### src/core/crypto_ctl_pkg.sv
// Purpose: Constants and types for the crypto engine control and key source.
// Assumes: AHB-Lite register access, 32-bit data, one word per register.
// Notes: Rules follow as an untagged list.
// What this block does
// - engine_enable bit 15 enables the engine
// - idle_stop bit 13 halts engine in Idle
// - Idle with idle_stop aborts running operation
// - Rollover event when enabled and counter wraps
// - Done event when enabled; otherwise poll status
// - Input-consumed event when its enable is set
// - op_go starts, hardware clears, software clear stops
// - Low control holds operation, cipher select, mode
// - Mode fields frozen while op_go set
// - Reset zeroes control fields; module disable zeroes all but engine_enable and idle_stop
// - Bits 14 and 9 read as zero
// - kek_only_key1 restricts key 1 to key encryption
// - Locked source from highest set config bit
// - Unlocked: config ignored, software selection used
// - key_source_lock disables software key selection
// - Page lock bits block OTP page programming
// - Soft key disabled and code zero: fail, refuse
// - Code zero selects software key when allowed
package crypto_ctl_pkg;

	// ==========================================================
	// Register map
	localparam logic [7:0] OFF_CTL_LOW = 8'h00;
	localparam logic [7:0] OFF_CTL_HIGH = 8'h04;
	localparam logic [7:0] OFF_CFG_PAGE = 8'h08;
	localparam logic [7:0] OFF_STATUS = 8'h0C;
	localparam logic [7:0] OFF_OTP_PROG = 8'h10;

	// ==========================================================
	// Field positions
	localparam int CTL_LOW_W = 16;
	localparam int CTL_LOW_WMASK_EN = 15;
	localparam int HIGH_MDIS_BIT = 8;
	localparam int CFG_KEK_BIT = 19;
	localparam int CFG_LKY_LSB = 11;
	localparam int CFG_LOCK_BIT = 10;
	localparam int CFG_WRL_LSB = 1;
	localparam int CFG_SWKD_BIT = 0;
	localparam int OTP_PAGES = 9;

	// ==========================================================
	// Reset values and codes
	localparam logic [15:0] CTL_LOW_RST = 16'h0000;
	localparam logic [31:0] CFG_PAGE_RST = 32'h0000_0000;
	localparam logic [3:0] KEY_SOURCE_SELECT_SOFT = 4'h0;
	localparam logic [31:0] BUS_ZERO = 32'h0000_0000;

	// Low control layout; the two unused bits are kept as zero fields.
	typedef struct packed {
		logic engine_enable;
		logic unused14;
		logic idle_stop;
		logic rollover_irq_enable;
		logic done_irq_enable;
		logic input_free_irq_enable;
		logic unused9;
		logic op_go;
		logic [3:0] operation_select;
		logic cipher_select;
		logic [2:0] cipher_mode;
	} ctl_low_s;

	// Engine events arriving from the datapath.
	typedef struct packed {
		logic op_done;
		logic input_consumed;
		logic counter_rollover;
	} engine_evt_s;

	// Mode fields handed to the datapath with a start.
	typedef struct packed {
		logic [3:0] operation_select;
		logic cipher_select;
		logic [2:0] cipher_mode;
		logic [3:0] key_source;
	} op_cfg_s;

	typedef enum logic [1:0] {
		ST_IDLE = 2'b01,
		ST_RUN = 2'b10
	} eng_state_e;

endpackage : crypto_ctl_pkg

### src/core/crypto_engine_control_key_source_select.sv
// Purpose: Control, key source and OTP lock logic of the crypto engine.
// Assumes: Single AHB-Lite master, whole-word transfers, zero wait states.
// Notes: The datapath outside reports done, consumed and rollover events.
//
// Decided for this implementation: register access over AHB-Lite and the register offsets.
`timescale 1ns/1ns
module crypto_engine_control_key_source_select #(
	parameter logic [3:0] KEY1_CODE = 4'h1,
	parameter logic [3:0] KEK_OP_CODE = 4'h3
) (
	// Clock and reset
	input wire logic hclk,
	input wire logic hresetn,
	// AHB-Lite slave
	input wire logic hsel,
	input wire logic [31:0] haddr,
	input wire logic [1:0] htrans,
	input wire logic hwrite,
	input wire logic [2:0] hsize,
	input wire logic [31:0] hwdata,
	input wire logic hready,
	output logic [31:0] hrdata,
	output logic hreadyout,
	output logic hresp,
	// System state
	input wire logic cpu_idle,
	// Datapath events
	input wire crypto_ctl_pkg::engine_evt_s engine_evt,
	// Datapath control
	output logic op_start,
	output logic op_abort,
	output logic engine_busy_flag,
	output crypto_ctl_pkg::op_cfg_s op_cfg,
	output logic kek_only_key1,
	// Event pulses to the system interrupt controller
	output logic rollover_event,
	output logic done_event,
	output logic input_free_event,
	// OTP programming strobe
	output logic otp_prog_pulse,
	output logic [3:0] otp_prog_page
);

	// ==========================================================
	// Bus address phase capture
	logic wr_pend_q;
	logic rd_pend_q;
	logic [7:0] addr_q;
	wire logic bus_take = hsel && hready && htrans[1];

	always_ff @(posedge hclk or negedge hresetn) begin
		if (!hresetn) begin
			wr_pend_q <= 1'b0;
			rd_pend_q <= 1'b0;
			addr_q <= 8'h00;
		end else begin
			wr_pend_q <= bus_take && hwrite;
			rd_pend_q <= bus_take && !hwrite;
			addr_q <= bus_take ? haddr[7:0] : addr_q;
		end
	end

	function automatic logic wr_hit(input logic pend, input logic [7:0] a,
		input logic [7:0] off);
		wr_hit = pend && (a == off);
	endfunction : wr_hit

	wire logic wr_low = wr_hit(wr_pend_q, addr_q, crypto_ctl_pkg::OFF_CTL_LOW);
	wire logic wr_high = wr_hit(wr_pend_q, addr_q,
		crypto_ctl_pkg::OFF_CTL_HIGH);
	wire logic wr_cfg = wr_hit(wr_pend_q, addr_q, crypto_ctl_pkg::OFF_CFG_PAGE);
	wire logic wr_prog = wr_hit(wr_pend_q, addr_q,
		crypto_ctl_pkg::OFF_OTP_PROG);

	assign hreadyout = 1'b1;
	assign hresp = 1'b0;

	// ==========================================================
	// Registers
	crypto_ctl_pkg::ctl_low_s low_q;
	crypto_ctl_pkg::ctl_low_s low_d;
	crypto_ctl_pkg::ctl_low_s wlow;
	logic [3:0] key_source_select_q;
	logic module_disable_control_q;
	logic [31:0] cfg_q;
	logic prog_refused_q;
	crypto_ctl_pkg::eng_state_e state_q;
	crypto_ctl_pkg::eng_state_e state_d;

	assign wlow = hwdata[15:0];

	// Secure configuration fields.
	wire logic key_source_lock = cfg_q[crypto_ctl_pkg::CFG_LOCK_BIT];
	wire logic soft_key_disable = cfg_q[crypto_ctl_pkg::CFG_SWKD_BIT];
	wire logic [7:0] locked_key_source_cfg =
		cfg_q[crypto_ctl_pkg::CFG_LKY_LSB +: 8];
	wire logic [8:0] otp_page_write_lock =
		cfg_q[crypto_ctl_pkg::CFG_WRL_LSB +: crypto_ctl_pkg::OTP_PAGES];
	assign kek_only_key1 = cfg_q[crypto_ctl_pkg::CFG_KEK_BIT];

	// Highest set bit picks the code; bit 7 jumps to the top code.
	function automatic logic [3:0] locked_code(input logic [7:0] cfg);
		locked_code = 4'h0;
		for (int i = 0; i < 7; i++) begin
			if (cfg[i]) begin
				locked_code = 4'(i + 1);
			end
		end
		if (cfg[7]) begin
			locked_code = 4'hF;
		end
	endfunction : locked_code

	wire logic [3:0] eff_key_source = key_source_lock ?
		locked_code(locked_key_source_cfg) :
		key_source_select_q;

	// Code zero is the software key; it fails only when disabled.
	wire logic key_failure_flag = soft_key_disable &&
		(eff_key_source == crypto_ctl_pkg::KEY_SOURCE_SELECT_SOFT);
	wire logic key1_denied = kek_only_key1 &&
		(eff_key_source == KEY1_CODE) &&
		(low_q.operation_select != KEK_OP_CODE);

	// ==========================================================
	// Operation sequencing
	wire logic idle_halt = cpu_idle && low_q.idle_stop;
	// A disable write acts in its own cycle so a read right after sees it.
	wire logic mdis_now = module_disable_control_q ||
		(wr_high && hwdata[crypto_ctl_pkg::HIGH_MDIS_BIT]);
	wire logic can_start = low_q.engine_enable && !idle_halt &&
		!key_failure_flag && !key1_denied && !mdis_now;
	wire logic refuse = low_q.op_go && (key_failure_flag || key1_denied);
	wire logic sw_stop = wr_low && !wlow.op_go;
	wire logic run_end = state_q == crypto_ctl_pkg::ST_RUN &&
		(engine_evt.op_done || sw_stop || idle_halt ||
		mdis_now);

	always_comb begin
		state_d = state_q;
		unique case (state_q)
			crypto_ctl_pkg::ST_IDLE: begin
				if (low_q.op_go && can_start && !sw_stop) begin
					state_d = crypto_ctl_pkg::ST_RUN;
				end
			end
			crypto_ctl_pkg::ST_RUN: begin
				if (run_end) begin
					state_d = crypto_ctl_pkg::ST_IDLE;
				end
			end
		endcase
	end

	assign op_start = state_q == crypto_ctl_pkg::ST_IDLE &&
		state_d == crypto_ctl_pkg::ST_RUN;
	assign op_abort = run_end && !engine_evt.op_done;
	assign engine_busy_flag = state_q == crypto_ctl_pkg::ST_RUN;

	// Low control next value: frozen mode fields, zeroed on disable except engine_enable and idle_stop.
	always_comb begin
		low_d = low_q;
		if (wr_low) begin
			low_d.engine_enable = wlow.engine_enable;
			low_d.idle_stop = wlow.idle_stop;
			low_d.rollover_irq_enable = wlow.rollover_irq_enable;
			low_d.done_irq_enable = wlow.done_irq_enable;
			low_d.input_free_irq_enable = wlow.input_free_irq_enable;
			low_d.op_go = wlow.op_go;
			if (!low_q.op_go) begin
				low_d.operation_select = wlow.operation_select;
				low_d.cipher_select = wlow.cipher_select;
				low_d.cipher_mode = wlow.cipher_mode;
			end
		end
		if (state_q == crypto_ctl_pkg::ST_RUN && run_end) begin
			low_d.op_go = 1'b0;
		end
		if (refuse) begin
			low_d.op_go = 1'b0;
		end
		low_d.unused14 = 1'b0;
		low_d.unused9 = 1'b0;
		if (mdis_now) begin
			low_d.rollover_irq_enable = 1'b0;
			low_d.done_irq_enable = 1'b0;
			low_d.input_free_irq_enable = 1'b0;
			low_d.op_go = 1'b0;
			low_d.operation_select = 4'h0;
			low_d.cipher_select = 1'b0;
			low_d.cipher_mode = 3'h0;
		end
	end

	// ==========================================================
	// OTP page programming gate
	wire logic [3:0] prog_page = hwdata[3:0];
	wire logic page_ok = (prog_page < 4'(crypto_ctl_pkg::OTP_PAGES)) &&
		!otp_page_write_lock[prog_page];
	wire logic cfg_ok = !otp_page_write_lock[0];

	always_ff @(posedge hclk or negedge hresetn) begin
		if (!hresetn) begin
			low_q <= crypto_ctl_pkg::CTL_LOW_RST;
			key_source_select_q <= 4'h0;
			module_disable_control_q <= 1'b0;
			cfg_q <= crypto_ctl_pkg::CFG_PAGE_RST;
			state_q <= crypto_ctl_pkg::ST_IDLE;
			prog_refused_q <= 1'b0;
			otp_prog_pulse <= 1'b0;
			otp_prog_page <= 4'h0;
		end else begin
			low_q <= low_d;
			state_q <= state_d;
			if (wr_high && !key_source_lock) begin
				key_source_select_q <= hwdata[3:0];
			end
			if (wr_high) begin
				module_disable_control_q <= hwdata[crypto_ctl_pkg::HIGH_MDIS_BIT];
			end
			if (wr_cfg && cfg_ok) begin
				cfg_q <= cfg_q | hwdata; // One-time bits only ever set.
			end
			otp_prog_pulse <= wr_prog && page_ok;
			otp_prog_page <= wr_prog ? prog_page : otp_prog_page;
			if (wr_prog) begin
				prog_refused_q <= !page_ok;
			end
		end
	end

	// ==========================================================
	// Events, silenced while the engine is off
	wire logic ev_on = low_q.engine_enable;
	always_ff @(posedge hclk or negedge hresetn) begin
		if (!hresetn) begin
			rollover_event <= 1'b0;
			done_event <= 1'b0;
			input_free_event <= 1'b0;
		end else begin
			rollover_event <= ev_on && low_q.rollover_irq_enable &&
				engine_evt.counter_rollover;
			done_event <= ev_on && low_q.done_irq_enable &&
				engine_busy_flag && engine_evt.op_done;
			input_free_event <= ev_on && low_q.input_free_irq_enable &&
				engine_busy_flag && engine_evt.input_consumed;
		end
	end

	assign op_cfg = {low_q.operation_select, low_q.cipher_select,
		low_q.cipher_mode, eff_key_source};

	// ==========================================================
	// Read data
	logic [31:0] rd_mux;
	always_comb begin
		rd_mux = crypto_ctl_pkg::BUS_ZERO;
		unique case (haddr[7:0])
			crypto_ctl_pkg::OFF_CTL_LOW: rd_mux = {16'h0000, low_q};
			crypto_ctl_pkg::OFF_CTL_HIGH: rd_mux = {23'h00_0000,
				module_disable_control_q, 4'h0, key_source_select_q};
			crypto_ctl_pkg::OFF_CFG_PAGE: rd_mux = cfg_q;
			crypto_ctl_pkg::OFF_STATUS: rd_mux = {24'h00_0000,
				eff_key_source, prog_refused_q, key1_denied,
				key_failure_flag, engine_busy_flag};
			default: rd_mux = crypto_ctl_pkg::BUS_ZERO;
		endcase
	end

	always_ff @(posedge hclk or negedge hresetn) begin
		if (!hresetn) begin
			hrdata <= crypto_ctl_pkg::BUS_ZERO;
		end else if (bus_take && !hwrite) begin
			hrdata <= rd_mux;
		end
	end

endmodule : crypto_engine_control_key_source_select

### config.mk
export PLATFORM = sky130hd
export DESIGN_NAME = crypto_engine_control_key_source_select
export DESIGN_NICKNAME = d
export VERILOG_FILES = /design/src/core/crypto_ctl_pkg.sv /design/src/core/crypto_engine_control_key_source_select.sv
export SDC_FILE = /design/constraint.sdc
export NUM_CORES = 1
export LEC_CHECK = 0
export ABC_AREA = 1
export BUFFER_PORTS_ARGS = -buffer_cell sky130_fd_sc_hd__buf_2
export CAP_MARGIN = 30
export CORE_ASPECT_RATIO = 1.25
export CORE_MARGIN = 4
export CORE_UTILIZATION = 35
export CTS_CLUSTER_SIZE = 24
export DETAILED_ROUTE_END_ITERATION = 7
export PLACE_DENSITY = 0.69
export SKIP_CTS_REPAIR_TIMING = 1
export SYNTH_ARGS = -nofsm -noshare
export SYNTH_HDL_FRONTEND = slang
export SYNTH_SLANG_ARGS = --single-unit
### constraint.sdc
create_clock -name hclk -period 1.7 [get_ports hclk]
set_input_delay 0.085 -clock hclk [delete_from_list [all_inputs] [get_ports hclk]]
set_output_delay 0.085 -clock hclk [all_outputs]
set_load 0.01 [all_outputs]
==> results of run 1 <==
layer usage:
layer / vias up / global-route usage, %
li1: 2032 / -
met1: 1907 / 20.3
met2: 107 / 27.9
met3: 28 / 3.07
met4: 0 / 8.56
met5: - / 0
metrics by stage:
stage                     utilization [%]  instance area (um^2)  TNS (ps)
final                                47.5                  6100      -326
after global routing                 47.5                  6100     -2440
after CTS                            44.3                  5680      -548
after detailed placement             42.0                  5390         0
after global placement               42.0                  5390         0
after floorplan                         -                  4620         0
cell usage after synthesis, types with 4 or more instances:
cell type	n	area, um^2
sky130_fd_sc_hd__nand2_1	164	616
sky130_fd_sc_hd__o21ai_0	63	315
sky130_fd_sc_hd__a21oi_1	18	90.1
sky130_fd_sc_hd__nor2_2	6	37.5
sky130_fd_sc_hd__nand3_2	4	40.0
sky130_fd_sc_hd__buf_2	7	35.0
sky130_fd_sc_hd__dfrtp_1	102	2550
sky130_fd_sc_hd__o21ai_1	4	20.0
sky130_fd_sc_hd__nand3_1	45	225
sky130_fd_sc_hd__clkbuf_1	5	18.8
sky130_fd_sc_hd__o22ai_1	4	25.0
sky130_fd_sc_hd__nor2_1	26	97.6
sky130_fd_sc_hd__inv_1	75	282
sky130_fd_sc_hd__buf_4	11	82.6
power by group:
group | internal, mW | switching [mW] | leakage, nW
Combinational | 0.228 | 0.321 | 1.80
Sequential | 2.52 | 0.0586 | 1.20
Clock | 1.15 | 0.932 | 0.135
area by class of cell:
type | instances | area share (%)
timing repair buffer | 149 | 15.3
multi-input combinational | 354 | 29.1
clock buffer | 10 | 3.75
inverter | 78 | 4.96
clock inverter | 6 | 1.15
tap | 168 | 3.45
sequential | 103 | 42.3
kinds of logic after synthesis:
kind of cell / count (synthesis) / synth area share [%]
flops: 103 / 55.8
other cells: 2 / 0.163
buf+inv: 101 / 9.32
compound gates: 94 / 10.6
simple gates: 258 / 24.1
critical path: cells and delay by family (launching register included):
family / cells / cell delay (ps)
simple gates: 8 / 830
buf+inv: 2 / 240
flops: 1 / 400
layout by cell type (no fill, tap or decap), types with 7 or more instances in the layout:
cell	instances
sky130_fd_sc_hd__dfrtp_1	101
sky130_fd_sc_hd__a21oi_2	9
sky130_fd_sc_hd__nand2_1	153
sky130_fd_sc_hd__a21oi_1	9
sky130_fd_sc_hd__nand2_2	7
sky130_fd_sc_hd__o21ai_0	48
sky130_fd_sc_hd__clkbuf_16	9
sky130_fd_sc_hd__buf_4	27
sky130_fd_sc_hd__nor2_1	23
sky130_fd_sc_hd__dlygate4sd3_1	12
sky130_fd_sc_hd__nand3_1	42
sky130_fd_sc_hd__o21ai_1	15
sky130_fd_sc_hd__inv_1	70
sky130_fd_sc_hd__buf_2	104
final timing paths:
| check | from | slack [ps] | endpoint |
|---|---|---|---|
| max | addr_q[6] | -180 | op_start |
| min | hwdata[20] | -30 | cfg_q[20] |
| max reg2reg | addr_q[6] | 0 | op_cfg[7] |
| min reg2reg | cfg_q[26] | 450 | cfg_q[26] |
| max in group asynchronous | hresetn | 900 | cfg_q[10] |
| min in group asynchronous | hresetn | 310 | op_cfg[6] |
registers in the layout, summed over array words and instances, names as in the netlist, 2 cells and up:
name,count
cfg_q,32
op_cfg,8
otp_prog_page,4
hrdata,32
addr_q,8
key_source_select_q,4
low_q,5
state_q,2
==> results.md, run 1 <==
- The run finished, with violations left.
- The final reports fail on negative hold slack, negative setup slack.
- Once detail routing completed, the nets flagged for antenna violations numbered 0.
- The sequential cells in the finished layout cover a total of 2580 um^2.
- The H-tree was split into 3 levels.
- The upper clock frequency limit is 0.532 GHz.
- Among all stages on the critical path, the largest delay is contributed by sky130_fd_sc_hd__dfrtp_1.
- The filler cell count in the final layout is 1264.
- After technology mapping, the gate count stands at 558.
- Detailed routing placed a total of 550 um of wire on met3.
- The count of placed standard cells including taps is 828.
- The proportion of synthesized flip-flops having asynchronous set or reset is 100%.
- The highest metal layer with signal wires is met4.
- TritonCTS built the clock tree.
- The fraction of final layout cells sized beyond drive strength 1 is 29.7%.
- The number of inserted diodes is 0.
- The leakage power summed over all cells is 3.14 nW.
- The completed layout was analyzed and its total power is 5.21 mW.
- The highest net fanout along the worst path is 4.
- The CTS sink count is 103.
- In this run the standard cell core region covers 12800 um^2.
- At the end of the flow, the number of nets in the layout was 773.
- From synthesis to final layout, the design area changed by 32.1%.
- The starting density of the core is 36.0%.
- The die covers 15100 um^2.
- The routability congestion estimate is 0.918.
- The total routed wire length on the met1 layer is 5360 um.
- Data arrives at the worst endpoint at 1790 ps.
- The max-slew headroom at the worst pin is 60.7%.
- The count of cells in the finished layout, fillers not included, comes to 868.
- The worst-case clock buffer depth is 2.
- The ratio of total power to cell area is 855 nW/um^2.
- The number of synthesized flops with an enable pin is 0.
- The final HPWL from detailed placement is 8950 um.
- The worst-case setup margin in the final layout is -179 ps.
- The shortest period the worst path allows is 1880 ps.
- STA classifies the critical path endpoint as an output pin.
- Detailed routing placed a total of 6160 um of wire on met2.
- Setup violations remaining at the end of the flow were counted as 3.
- Summed over all layers, the routed wires come to 12500 um.
- The post-place setup slack is 75.9 ps.
- The violation count after the first detailed-routing iteration is 398.
- The post-synthesis sequential area ratio is 55.8%.
- The clock arrives with 4.23 ps of skew.
- The number of buffers inserted during clock tree synthesis is 9.
- The data required time of the critical path is 1620 ps.
- The floorplan has 46 rows.
- The remaining routing DRC violations is 0.
- Measured along the x axis, the die boundary spans 111 um.
- The worst hold path passes through 3 cells.
- The largest incremental delay on the critical path is 400 ps.
- The final-report max-slew violation count was 0.
- Synthesis inferred 103 register bits.
- The root buffer cell chosen for the clock tree is sky130_fd_sc_hd__clkbuf_16.
- In the final routed layout, each cell accounts on average for 14.4 um.
- The aggregate global routing overflow is 0.
- Across the run, the number of max-cap violations was 0.
- Across all hold checks on the routed design, the worst slack comes to -29.4 ps.
- The number of distinct library cells after synthesis is 30.
- The mean instance size in the synthesized netlist is 8.28 um^2.
- After layout, the worst path uses 111% of the clock period.
- The initial antenna violation count is 0.
- The via count of the first global-routing pass is 4014.
- The via count normalized by instance count is 4.69.
- The first global-routing pass estimated 20000 um of wire.
- The Yosys step of the flow raised 0 warnings.
- The detailed-route via count is 4074.
- The cell area that synthesis handed to floorplanning was 4620 um^2.
- Pin placement for this block handled 136 I/O pins.
- Entering global routing, the biggest net connects 104 pins.
- The first detailed-routing pass ran for 4 iterations.
- Among all flip-flop cells after synthesis, the most frequent one is sky130_fd_sc_hd__dfrtp_1.
- Setup repair after global routing could not meet its margin everywhere.
- The clock network latency to the later pin of the worst-skew pair is 340 ps.
- The class of the tightest hold or removal check is in -> reg.
- The worst setup path is of the reg -> out kind.
- During placement, the flow inserted port buffers numbering 105.
- The global-route total usage across every layer is 16.5%.
- After clock tree synthesis, the clock-pin slew on the worst setup and hold paths is 70 ps.
- Traced cell by cell, the critical path runs through nor2_2, nand2_2, nor2_4, nand3_2, nand2_2, buf_4, nor2_1, nand3_2, nor2_1, buf_2.
- The maximum ir drop on the vdd rail is 0.507 mV.
- The die is 136 um tall.
- The number of cells on the worst reg-to-reg path is 12.
- The area of combinational cells with multiple inputs is 1780 um^2.
- The actual transition at the worst max-transition pin is 590 ps.
- The category of the worst setup path launch point is a register.
- The total nets after synthesis is 636.
- The final hold violation count is 12.
Note: power is estimated with default switching activity, not from simulation.
==> run 2, diff against run 1 <==
--- a/config.mk
+++ b/config.mk
@@ -8,13 +8,16 @@
 export ABC_AREA = 1
 export BUFFER_PORTS_ARGS = -buffer_cell sky130_fd_sc_hd__buf_2
 export CAP_MARGIN = 30
+export CELL_PAD_IN_SITES_DETAIL_PLACEMENT = 1
+export CELL_PAD_IN_SITES_GLOBAL_PLACEMENT = 1
 export CORE_ASPECT_RATIO = 1.25
 export CORE_MARGIN = 4
 export CORE_UTILIZATION = 35
 export CTS_CLUSTER_SIZE = 24
 export DETAILED_ROUTE_END_ITERATION = 7
-export PLACE_DENSITY = 0.69
+export PLACE_DENSITY = 0.86
 export SKIP_CTS_REPAIR_TIMING = 1
+export SKIP_LAST_GASP = 1
 export SYNTH_ARGS = -nofsm -noshare
 export SYNTH_HDL_FRONTEND = slang
 export SYNTH_SLANG_ARGS = --single-unit
==> constraint.sdc (replaced) <==
create_clock -name hclk -period 2.2 [get_ports hclk]
set_input_delay 0.11 -clock hclk [delete_from_list [all_inputs] [get_ports hclk]]
set_output_delay 0.11 -clock hclk [all_outputs]
set_load 0.01 [all_outputs]
==> results.md, run 2 (synthesis results as in run 1) <==
- Result of the run: finished with violations (unchanged).
- Violated checks: negative hold slack (was negative hold slack, negative setup slack).
- The number of I/O port buffers is 105 (unchanged).
- The leakage power summed over all cells is 2.99 nW (was 3.14 nW).
- The final critical path takes up 94.6% of the cycle.
- The number of cell instances on the worst register-to-register path is 8 (was 12).
- The data required time of the critical path is 2090 ps (was 1620 ps).
- The category of the critical setup timing path is reg -> out (unchanged).
- The CTS H-tree depth came to 3 (unchanged).
- The violation count after the first detailed-routing iteration came to 253 (was 398).
- The arrival time of data at the critical path endpoint is 1970 ps (was 1790 ps).
- The area of the placeable core is 12800 um^2 (unchanged).
- The global-route total usage across every layer is 19.5% (was 16.5%).
- RSZ-0062 raised after global routing: true (unchanged).
- The via count normalized by instance count is 4.93 (was 4.69).
- The number of top-level design ports came to 136 (unchanged).
- The smallest clock period supported by the final layout is computed as 2080 ps.
- Largest registers: cfg_q (32), hrdata (32) (unchanged).
- The register-to-register setup slack is 480 ps (was 0 ps).
- The area added between synthesis and finish is 24.2% (was 32.1%).
- The startpoint of the tightest hold check path is hwdata[19] (was hwdata[20]).
- The worst-case clock buffer depth came to 2 (unchanged).
- The number of inserted diodes is 0 (unchanged).
- The post-layout utilization of the core is 44.7% (was 47.5%).
- The final hold violation count is 4 (was 12).
- The clock network latency to the later pin of the worst-skew pair is 350 ps (was 340 ps).
- The power consumption is 4.15 mW (was 5.21 mW).
- The sum of routed wire length over all layers is 14400 um (was 12500 um).
- The clock transition at the register clock pins on the worst setup and hold paths after CTS is 70 ps (about the same).
- The buffer cell driving the clock tree root is sky130_fd_sc_hd__clkbuf_16 (unchanged).
- The remaining routing DRC violations is 0 (unchanged).
- The placement row count is 46 (unchanged).
- The count of placed standard cells including taps is 818 (was 828).
- The detailed-routing iteration count for the pre-antenna-repair pass is 4 (unchanged).
- The total number of nets in the final design was 746 (was 773).
- The via count of the first global-routing pass is 4555 (was 4014).
- The worst hold endpoint was cfg_q[19] (was cfg_q[20]).
- The final antenna-violating net count is 0 (unchanged).
- The category of the worst setup path launch point is a register (unchanged).
- The initial antenna violation count is 0 (unchanged).
- The vertical extent of the die is 136 um (unchanged).
- The CTS sink count is 103 (unchanged).
- The final HPWL from detailed placement is 11100 um (was 8950 um).
- The average wire per standard cell came to 17.1 um (was 14.4 um).
- The class of the tightest hold or removal check was in -> reg (unchanged).
- The final-report max-slew violation count is 0 (unchanged).
- The first-pass GRT wire length is 23400 um (was 20000 um).
- Most frequent cells in the layout: sky130_fd_sc_hd__nand2_1 (161), sky130_fd_sc_hd__buf_2 (104), sky130_fd_sc_hd__dfrtp_1 (101) (was sky130_fd_sc_hd__nand2_1 (153), sky130_fd_sc_hd__buf_2 (104), sky130_fd_sc_hd__dfrtp_1 (101)).
- The ratio of total power to cell area came to 723 nW/um^2 (was 855 nW/um^2).
- The fraction of final layout cells sized beyond drive strength 1 is 24.2% (was 29.7%).
- The detailed-route via count came to 4144 (was 4074).
- The aggregate global routing overflow is 0 (unchanged).
- The routability congestion estimate is 0.868 (was 0.918).
- The maximum ir drop on the vdd rail is 0.347 mV (was 0.507 mV).
- The instance count along the most critical hold path is 3 (unchanged).
- The beginning of the worst register-to-register path is addr_q[7] (was addr_q[6]).
- The actual transition at the worst max-transition pin is 515 ps (was 590 ps).
- The overall die area is 15100 um^2 (unchanged).
- The highest net fanout along the worst path was 9 (was 4).
- The starting density of the core is 36.0% (unchanged).
- The most common cell after layout, fill and taps aside was sky130_fd_sc_hd__nand2_1 (unchanged).
- The endpoint of the most critical register-to-register path is key_source_select_q[1] (was op_cfg[7]).
- The pin count of the biggest net entering global routing is 37 (was 104).
- The number of buffers inserted during clock tree synthesis is 9 (unchanged).
- The count of placed standard cells in the final layout, fillers left out is 841 (was 868).
- The TritonCTS clock tree is built (unchanged).
- The upper clock frequency limit is 0.480 GHz.
- The max-slew headroom at the worst pin is 65.7% (was 60.7%).
- The horizontal die dimension is 111 um (unchanged).
- The worst hold-check slack is -9.43 ps (was -29.4 ps).
- The number of maximum-capacitance constraint violations came to 0 (unchanged).
- The critical path capture point type is an output pin (unchanged).
- The total setup violations reported at the end of the flow is 0 (was 3).
- The setup skew after layout is 8.40 ps (was 4.23 ps).
==> run 2: report_power, final <==
part	switching [mW]	internal, mW	total (mW)	leakage (nW)
Combinational	0.234	0.123	0.357	1.62
Clock	0.743	1.05	1.79	0.166
Sequential	0.0523	1.95	2.00	1.20
==> run 2: area by class of cell <==
| class | count | area, um^2 |
|---|---|---|
| Clock buffer | 10 | 239 |
| Multi-Input combinational cell | 354 | 1640 |
| Fill cell | 1566 | 7100 |
| Clock inverter | 6 | 97.6 |
| Tap cell | 168 | 210 |
| Inverter | 78 | 294 |
| Timing Repair Buffer | 122 | 678 |
| Sequential cell | 103 | 2580 |
==> run 2: how the worst max path moves through the flow <==
stage / from / to / slack, ps / cells past startpoint
detailed placement: addr_q[1] / op_abort / 380 / 10
global placement: cfg_q[10] / op_start / 450 / 7
floorplan: addr_q[1] / op_abort / 710 / 9
global route: addr_q[7] / op_abort / -30 / 10
CTS: addr_q[1] / op_abort / -30 / 10
finish: addr_q[7] / op_abort / 120 / 10
==> run 2: layer usage <==
metal / track usage, % / wire length (um)
met4: 5.27 / 252
met5: 0 / 0
met1: 23.3 / 6030
met3: 3.25 / 569
met2: 36.1 / 7570
==> run 2: stage by stage <==
step	cell area, um^2	setup WS, ps	TNS (ps)	hold slack, ps
after detailed placement	5310	380	0	118
after CTS	5650	-28.5	-28.5	-255
after global routing	5740	-32.8	-50.2	-1.31
final	5740	118	0	-9.43
after global placement	5310	447	0	105
after floorplan	4620	714	0	-186
==> run 2: critical path, stage by stage (launching register included) <==
cell and delay [ps]:
sky130_fd_sc_hd__dfrtp_1 390, sky130_fd_sc_hd__nor2_2 130, sky130_fd_sc_hd__nand2_1 100, sky130_fd_sc_hd__nor2_4 160, sky130_fd_sc_hd__nand3_2 150, sky130_fd_sc_hd__nand2_4 140, sky130_fd_sc_hd__inv_2 110, sky130_fd_sc_hd__nand3_1 100
sky130_fd_sc_hd__nand2_1 110, sky130_fd_sc_hd__nor2_1 110, sky130_fd_sc_hd__buf_2 130
==> run 3, diff against run 2 <==
--- a/config.mk
+++ b/config.mk
@@ -10,7 +10,7 @@
 export CAP_MARGIN = 30
 export CELL_PAD_IN_SITES_DETAIL_PLACEMENT = 1
 export CELL_PAD_IN_SITES_GLOBAL_PLACEMENT = 1
-export CORE_ASPECT_RATIO = 1.25
+export CORE_ASPECT_RATIO = 0.5
 export CORE_MARGIN = 4
 export CORE_UTILIZATION = 35
 export CTS_CLUSTER_SIZE = 24
==> constraint.sdc (replaced) <==
create_clock -name hclk -period 2.6 [get_ports hclk]
set_input_delay 0.13 -clock hclk [delete_from_list [all_inputs] [get_ports hclk]]
set_output_delay 0.13 -clock hclk [all_outputs]
set_load 0.01 [all_outputs]
==> results.md, run 3 (synthesis results as in run 1) <==
- The count of placed standard cells including taps is 817 (was 818).
- The combinational group share of total power is 8.4% (was 8.6%).
- The combined buffer and inverter count along the critical path is 3 (was 2).
- The average wire per standard cell is 16.9 um (was 17.1 um).
- Most frequent cells in the layout: sky130_fd_sc_hd__nand2_1 (164), sky130_fd_sc_hd__buf_2 (104), sky130_fd_sc_hd__dfrtp_1 (102) (was sky130_fd_sc_hd__nand2_1 (161), sky130_fd_sc_hd__buf_2 (104), sky130_fd_sc_hd__dfrtp_1 (101)).
- The cell seen most often among critical-path stages is sky130_fd_sc_hd__nand2_1 (unchanged).
- The number of inserted diodes was 0 (unchanged).
- The leakage power summed over all cells is 2.93 nW (was 2.99 nW).
- The starting density of the core is 36.2% (was 36.0%).
- The first-pass GRT wire length is 22500 um (was 23400 um).
- The placement row count is 29 (was 46).
- The CTS sink count was 103 (unchanged).
- The TritonCTS clock tree is built (unchanged).
- The clock transition at the register clock pins on the worst setup and hold paths after CTS is 80 ps (was 70 ps).
- The instance count along the most critical hold path is 3 (unchanged).
- The overall die area was 15200 um^2 (was 15100 um^2).
- The share of total power in sequential cells is 51.2% (was 48.2%).
- The critical path capture point type is an output pin (unchanged).
- The final total negative setup slack is 0 ps (unchanged).
- The via count of the first global-routing pass was 4345 (was 4555).
- The largest incremental delay on the critical path came to 390 ps (about the same).
- The beginning of the worst register-to-register path is addr_q[7] (unchanged).
- The final worst-path cycle share is 88.4%.
- The met1 usage was 25.0% (was 23.3%).
- The vertical extent of the die is 89.2 um (was 136 um).
- The area of all placed cells without fillers came to 5610 um^2 (was 5740 um^2).
- The number of cell instances on the worst register-to-register path is 9 (was 8).
- The final HPWL from detailed placement was 10800 um (was 11100 um).
- The category of the worst setup path launch point is a register (unchanged).
- The ratio of total power to cell area is 588 nW/um^2 (was 723 nW/um^2).
- The shortest period the worst path allows is 2300 ps.
- The worst hold-check slack was -3.29 ps (was -9.43 ps).
- The number of maximum-capacitance constraint violations is 0 (unchanged).
- The class of the tightest hold or removal check is in -> reg (unchanged).
- The pin count of the biggest net entering global routing came to 43 (was 37).
- The total number of nets in the final design is 737 (was 746).
- The final hold violation count was 3 (was 4).
- The number of I/O port buffers is 105 (unchanged).
- The filler cell count in the final layout was 1596 (was 1566).
- The register-to-register setup slack came to 590 ps (was 480 ps).
- The cell type of the slowest stage on the worst timing path was sky130_fd_sc_hd__dfrtp_1 (unchanged).
- The actual transition at the worst max-transition pin was 594 ps (was 515 ps).
- The detailed-routing iteration count for the pre-antenna-repair pass was 4 (unchanged).
- The startpoint of the tightest hold check path was hwdata[14] (was hwdata[19]).
- The number of buffers inserted during clock tree synthesis is 9 (unchanged).
- The fraction of met3 tracks used by global routing is 4.02% (was 3.25%).
- The buffer cell driving the clock tree root is sky130_fd_sc_hd__clkbuf_16 (unchanged).
- The category of cells accounting for the largest share of critical-path delay is simple AND/OR/NAND/NOR gates (unchanged).
- The endpoint of the most critical register-to-register path was op_cfg[6] (was key_source_select_q[1]).
- The number of top-level design ports is 136 (unchanged).
- The final-report max-slew violation count was 0 (unchanged).
- The count of placed standard cells in the final layout, fillers left out was 834 (was 841).
- The final antenna-violating net count is 0 (unchanged).
- The horizontal die dimension came to 170 um (was 111 um).
- The highest net fanout along the worst path is 25 (was 9).
- The post-layout utilization of the core is 43.9% (was 44.7%).
- The max-slew headroom at the worst pin is 60.4% (was 65.7%).
- The total setup violations reported at the end of the flow is 0 (unchanged).
- The aggregate global routing overflow is 0 (unchanged).
- The global-route total usage across every layer came to 19.2% (was 19.5%).
- The area of the placeable core was 12800 um^2 (about the same).
- The most common cell after layout, fill and taps aside is sky130_fd_sc_hd__nand2_1 (unchanged).
- The routability congestion estimate is 0.956 (was 0.868).
- The switching portion of total power is 26.9% (was 24.8%).
- The via count normalized by instance count is 5.00 (was 4.93).
- The peak-usage layer in the global routing report was met2 (unchanged).
- The detailed-route via count is 4171 (was 4144).
- Largest registers: cfg_q (32), hrdata (32) (unchanged).
- The violation count after the first detailed-routing iteration is 323 (was 253).
- The CTS H-tree depth is 3 (unchanged).
- The clock network fraction of design power is 40.3% (was 43.2%).
- The worst hold endpoint was cfg_q[14] (was cfg_q[19]).
- The category of the critical setup timing path is reg -> out (unchanged).
- The post-place setup slack is 583 ps (was 380 ps).
- The setup skew after layout is 9.76 ps (was 8.40 ps).
- The maximum ir drop on the vdd rail is 0.309 mV (was 0.347 mV).
- Result of the run: finished with violations (unchanged).
- The remaining routing DRC violations is 0 (unchanged).
- The area added between synthesis and finish is 21.4% (was 24.2%).
- The internal cell power is 2.41 mW (was 3.12 mW).
- The worst-case clock buffer depth was 2 (unchanged).
- The total placed instance area is 5310 um^2 (unchanged).
- Violated checks: negative hold slack (unchanged).
- The upper clock frequency limit is 0.435 GHz.
- The power consumption is 3.30 mW (was 4.15 mW).
- The worst-case setup margin in the final layout is 303 ps (was 118 ps).
- The sum of routed wire length over all layers is 14100 um (was 14400 um).
- RSZ-0062 raised after global routing: false (was true).
- The arrival time of data at the critical path endpoint is 2170 ps (was 1970 ps).
- Critical path cell sequence: nor2_2, nand2_1, nor2_2, buf_4, nand3_1, nand2_1, inv_1, nand3_1, nand2_1, nor2_1, buf_2 (was nor2_2, nand2_1, nor2_4, nand3_2, nand2_4, inv_2, nand3_1, nand2_1, nor2_1, buf_2).
- The net switching power was 0.887 mW (was 1.03 mW).
- The fraction of final layout cells sized beyond drive strength 1 is 22.4% (was 24.2%).
- The data required time of the critical path is 2470 ps (was 2090 ps).
- The initial antenna violation count came to 0 (unchanged).
- The met2 capacity usage during global routing is 33.5% (was 36.1%).
- The clock network latency to the later pin of the worst-skew pair is 350 ps (about the same).
[run 3: cell type report]
| type | instances | area (um^2) | share of cell area, % |
|---|---|---|---|
| timing repair buffer | 113 | 623 | 11.1 |
| sequential | 103 | 2580 | 46.0 |
| tap | 170 | 213 | 3.79 |
| multi-input combinational | 354 | 1610 | 28.8 |
| inverter | 78 | 294 | 5.25 |
| clock buffer | 9 | 225 | 4.02 |
| clock inverter | 7 | 60.1 | 1.07 |
[run 3: power groups by stage]
stage / sequential [mW] / combinational (mW) / clock [mW]
CTS: 1.69 / 0.282 / 1.35
global route: 1.70 / 0.318 / 1.43
finish: 1.69 / 0.278 / 1.33
global placement: 1.72 / 0.268 / 0
floorplan: 1.71 / 0.126 / 0
detailed placement: 1.72 / 0.281 / 0
[run 3: per-layer routing]
| metal | vias up | part of all wire, % |
|---|---|---|
| met5 | - | 0 |
| met4 | 0 | 1.1 |
| met3 | 12 | 5.1 |
| met2 | 84 | 50 |
| met1 | 2117 | 44 |
| li1 | 1958 | - |
[run 3: worst register-to-register path, cell delays in order (launching register included)]
cell and delay (ps):
sky130_fd_sc_hd__dfrtp_1 390, sky130_fd_sc_hd__nor2_2 120, sky130_fd_sc_hd__nand2_1 70, sky130_fd_sc_hd__nor2_2 210, sky130_fd_sc_hd__buf_4 350, sky130_fd_sc_hd__nand2_2 190
sky130_fd_sc_hd__clkinv_2 160, sky130_fd_sc_hd__nand2_2 170, sky130_fd_sc_hd__o21ai_0 200, sky130_fd_sc_hd__a21oi_1 50
[run 3: how the worst max path moves through the flow]
stage,start,end,slack [ps],cells past startpoint
2_1_floorplan,addr_q[1],op_abort,1090,9
3_3_place_gp,addr_q[7],op_cfg[6],650,9
3_5_place_dp,addr_q[7],op_cfg[8],580,9
4_1_cts,addr_q[7],op_abort,260,11
5_1_grt,addr_q[7],op_abort,50,11
6_report,addr_q[7],op_abort,300,11
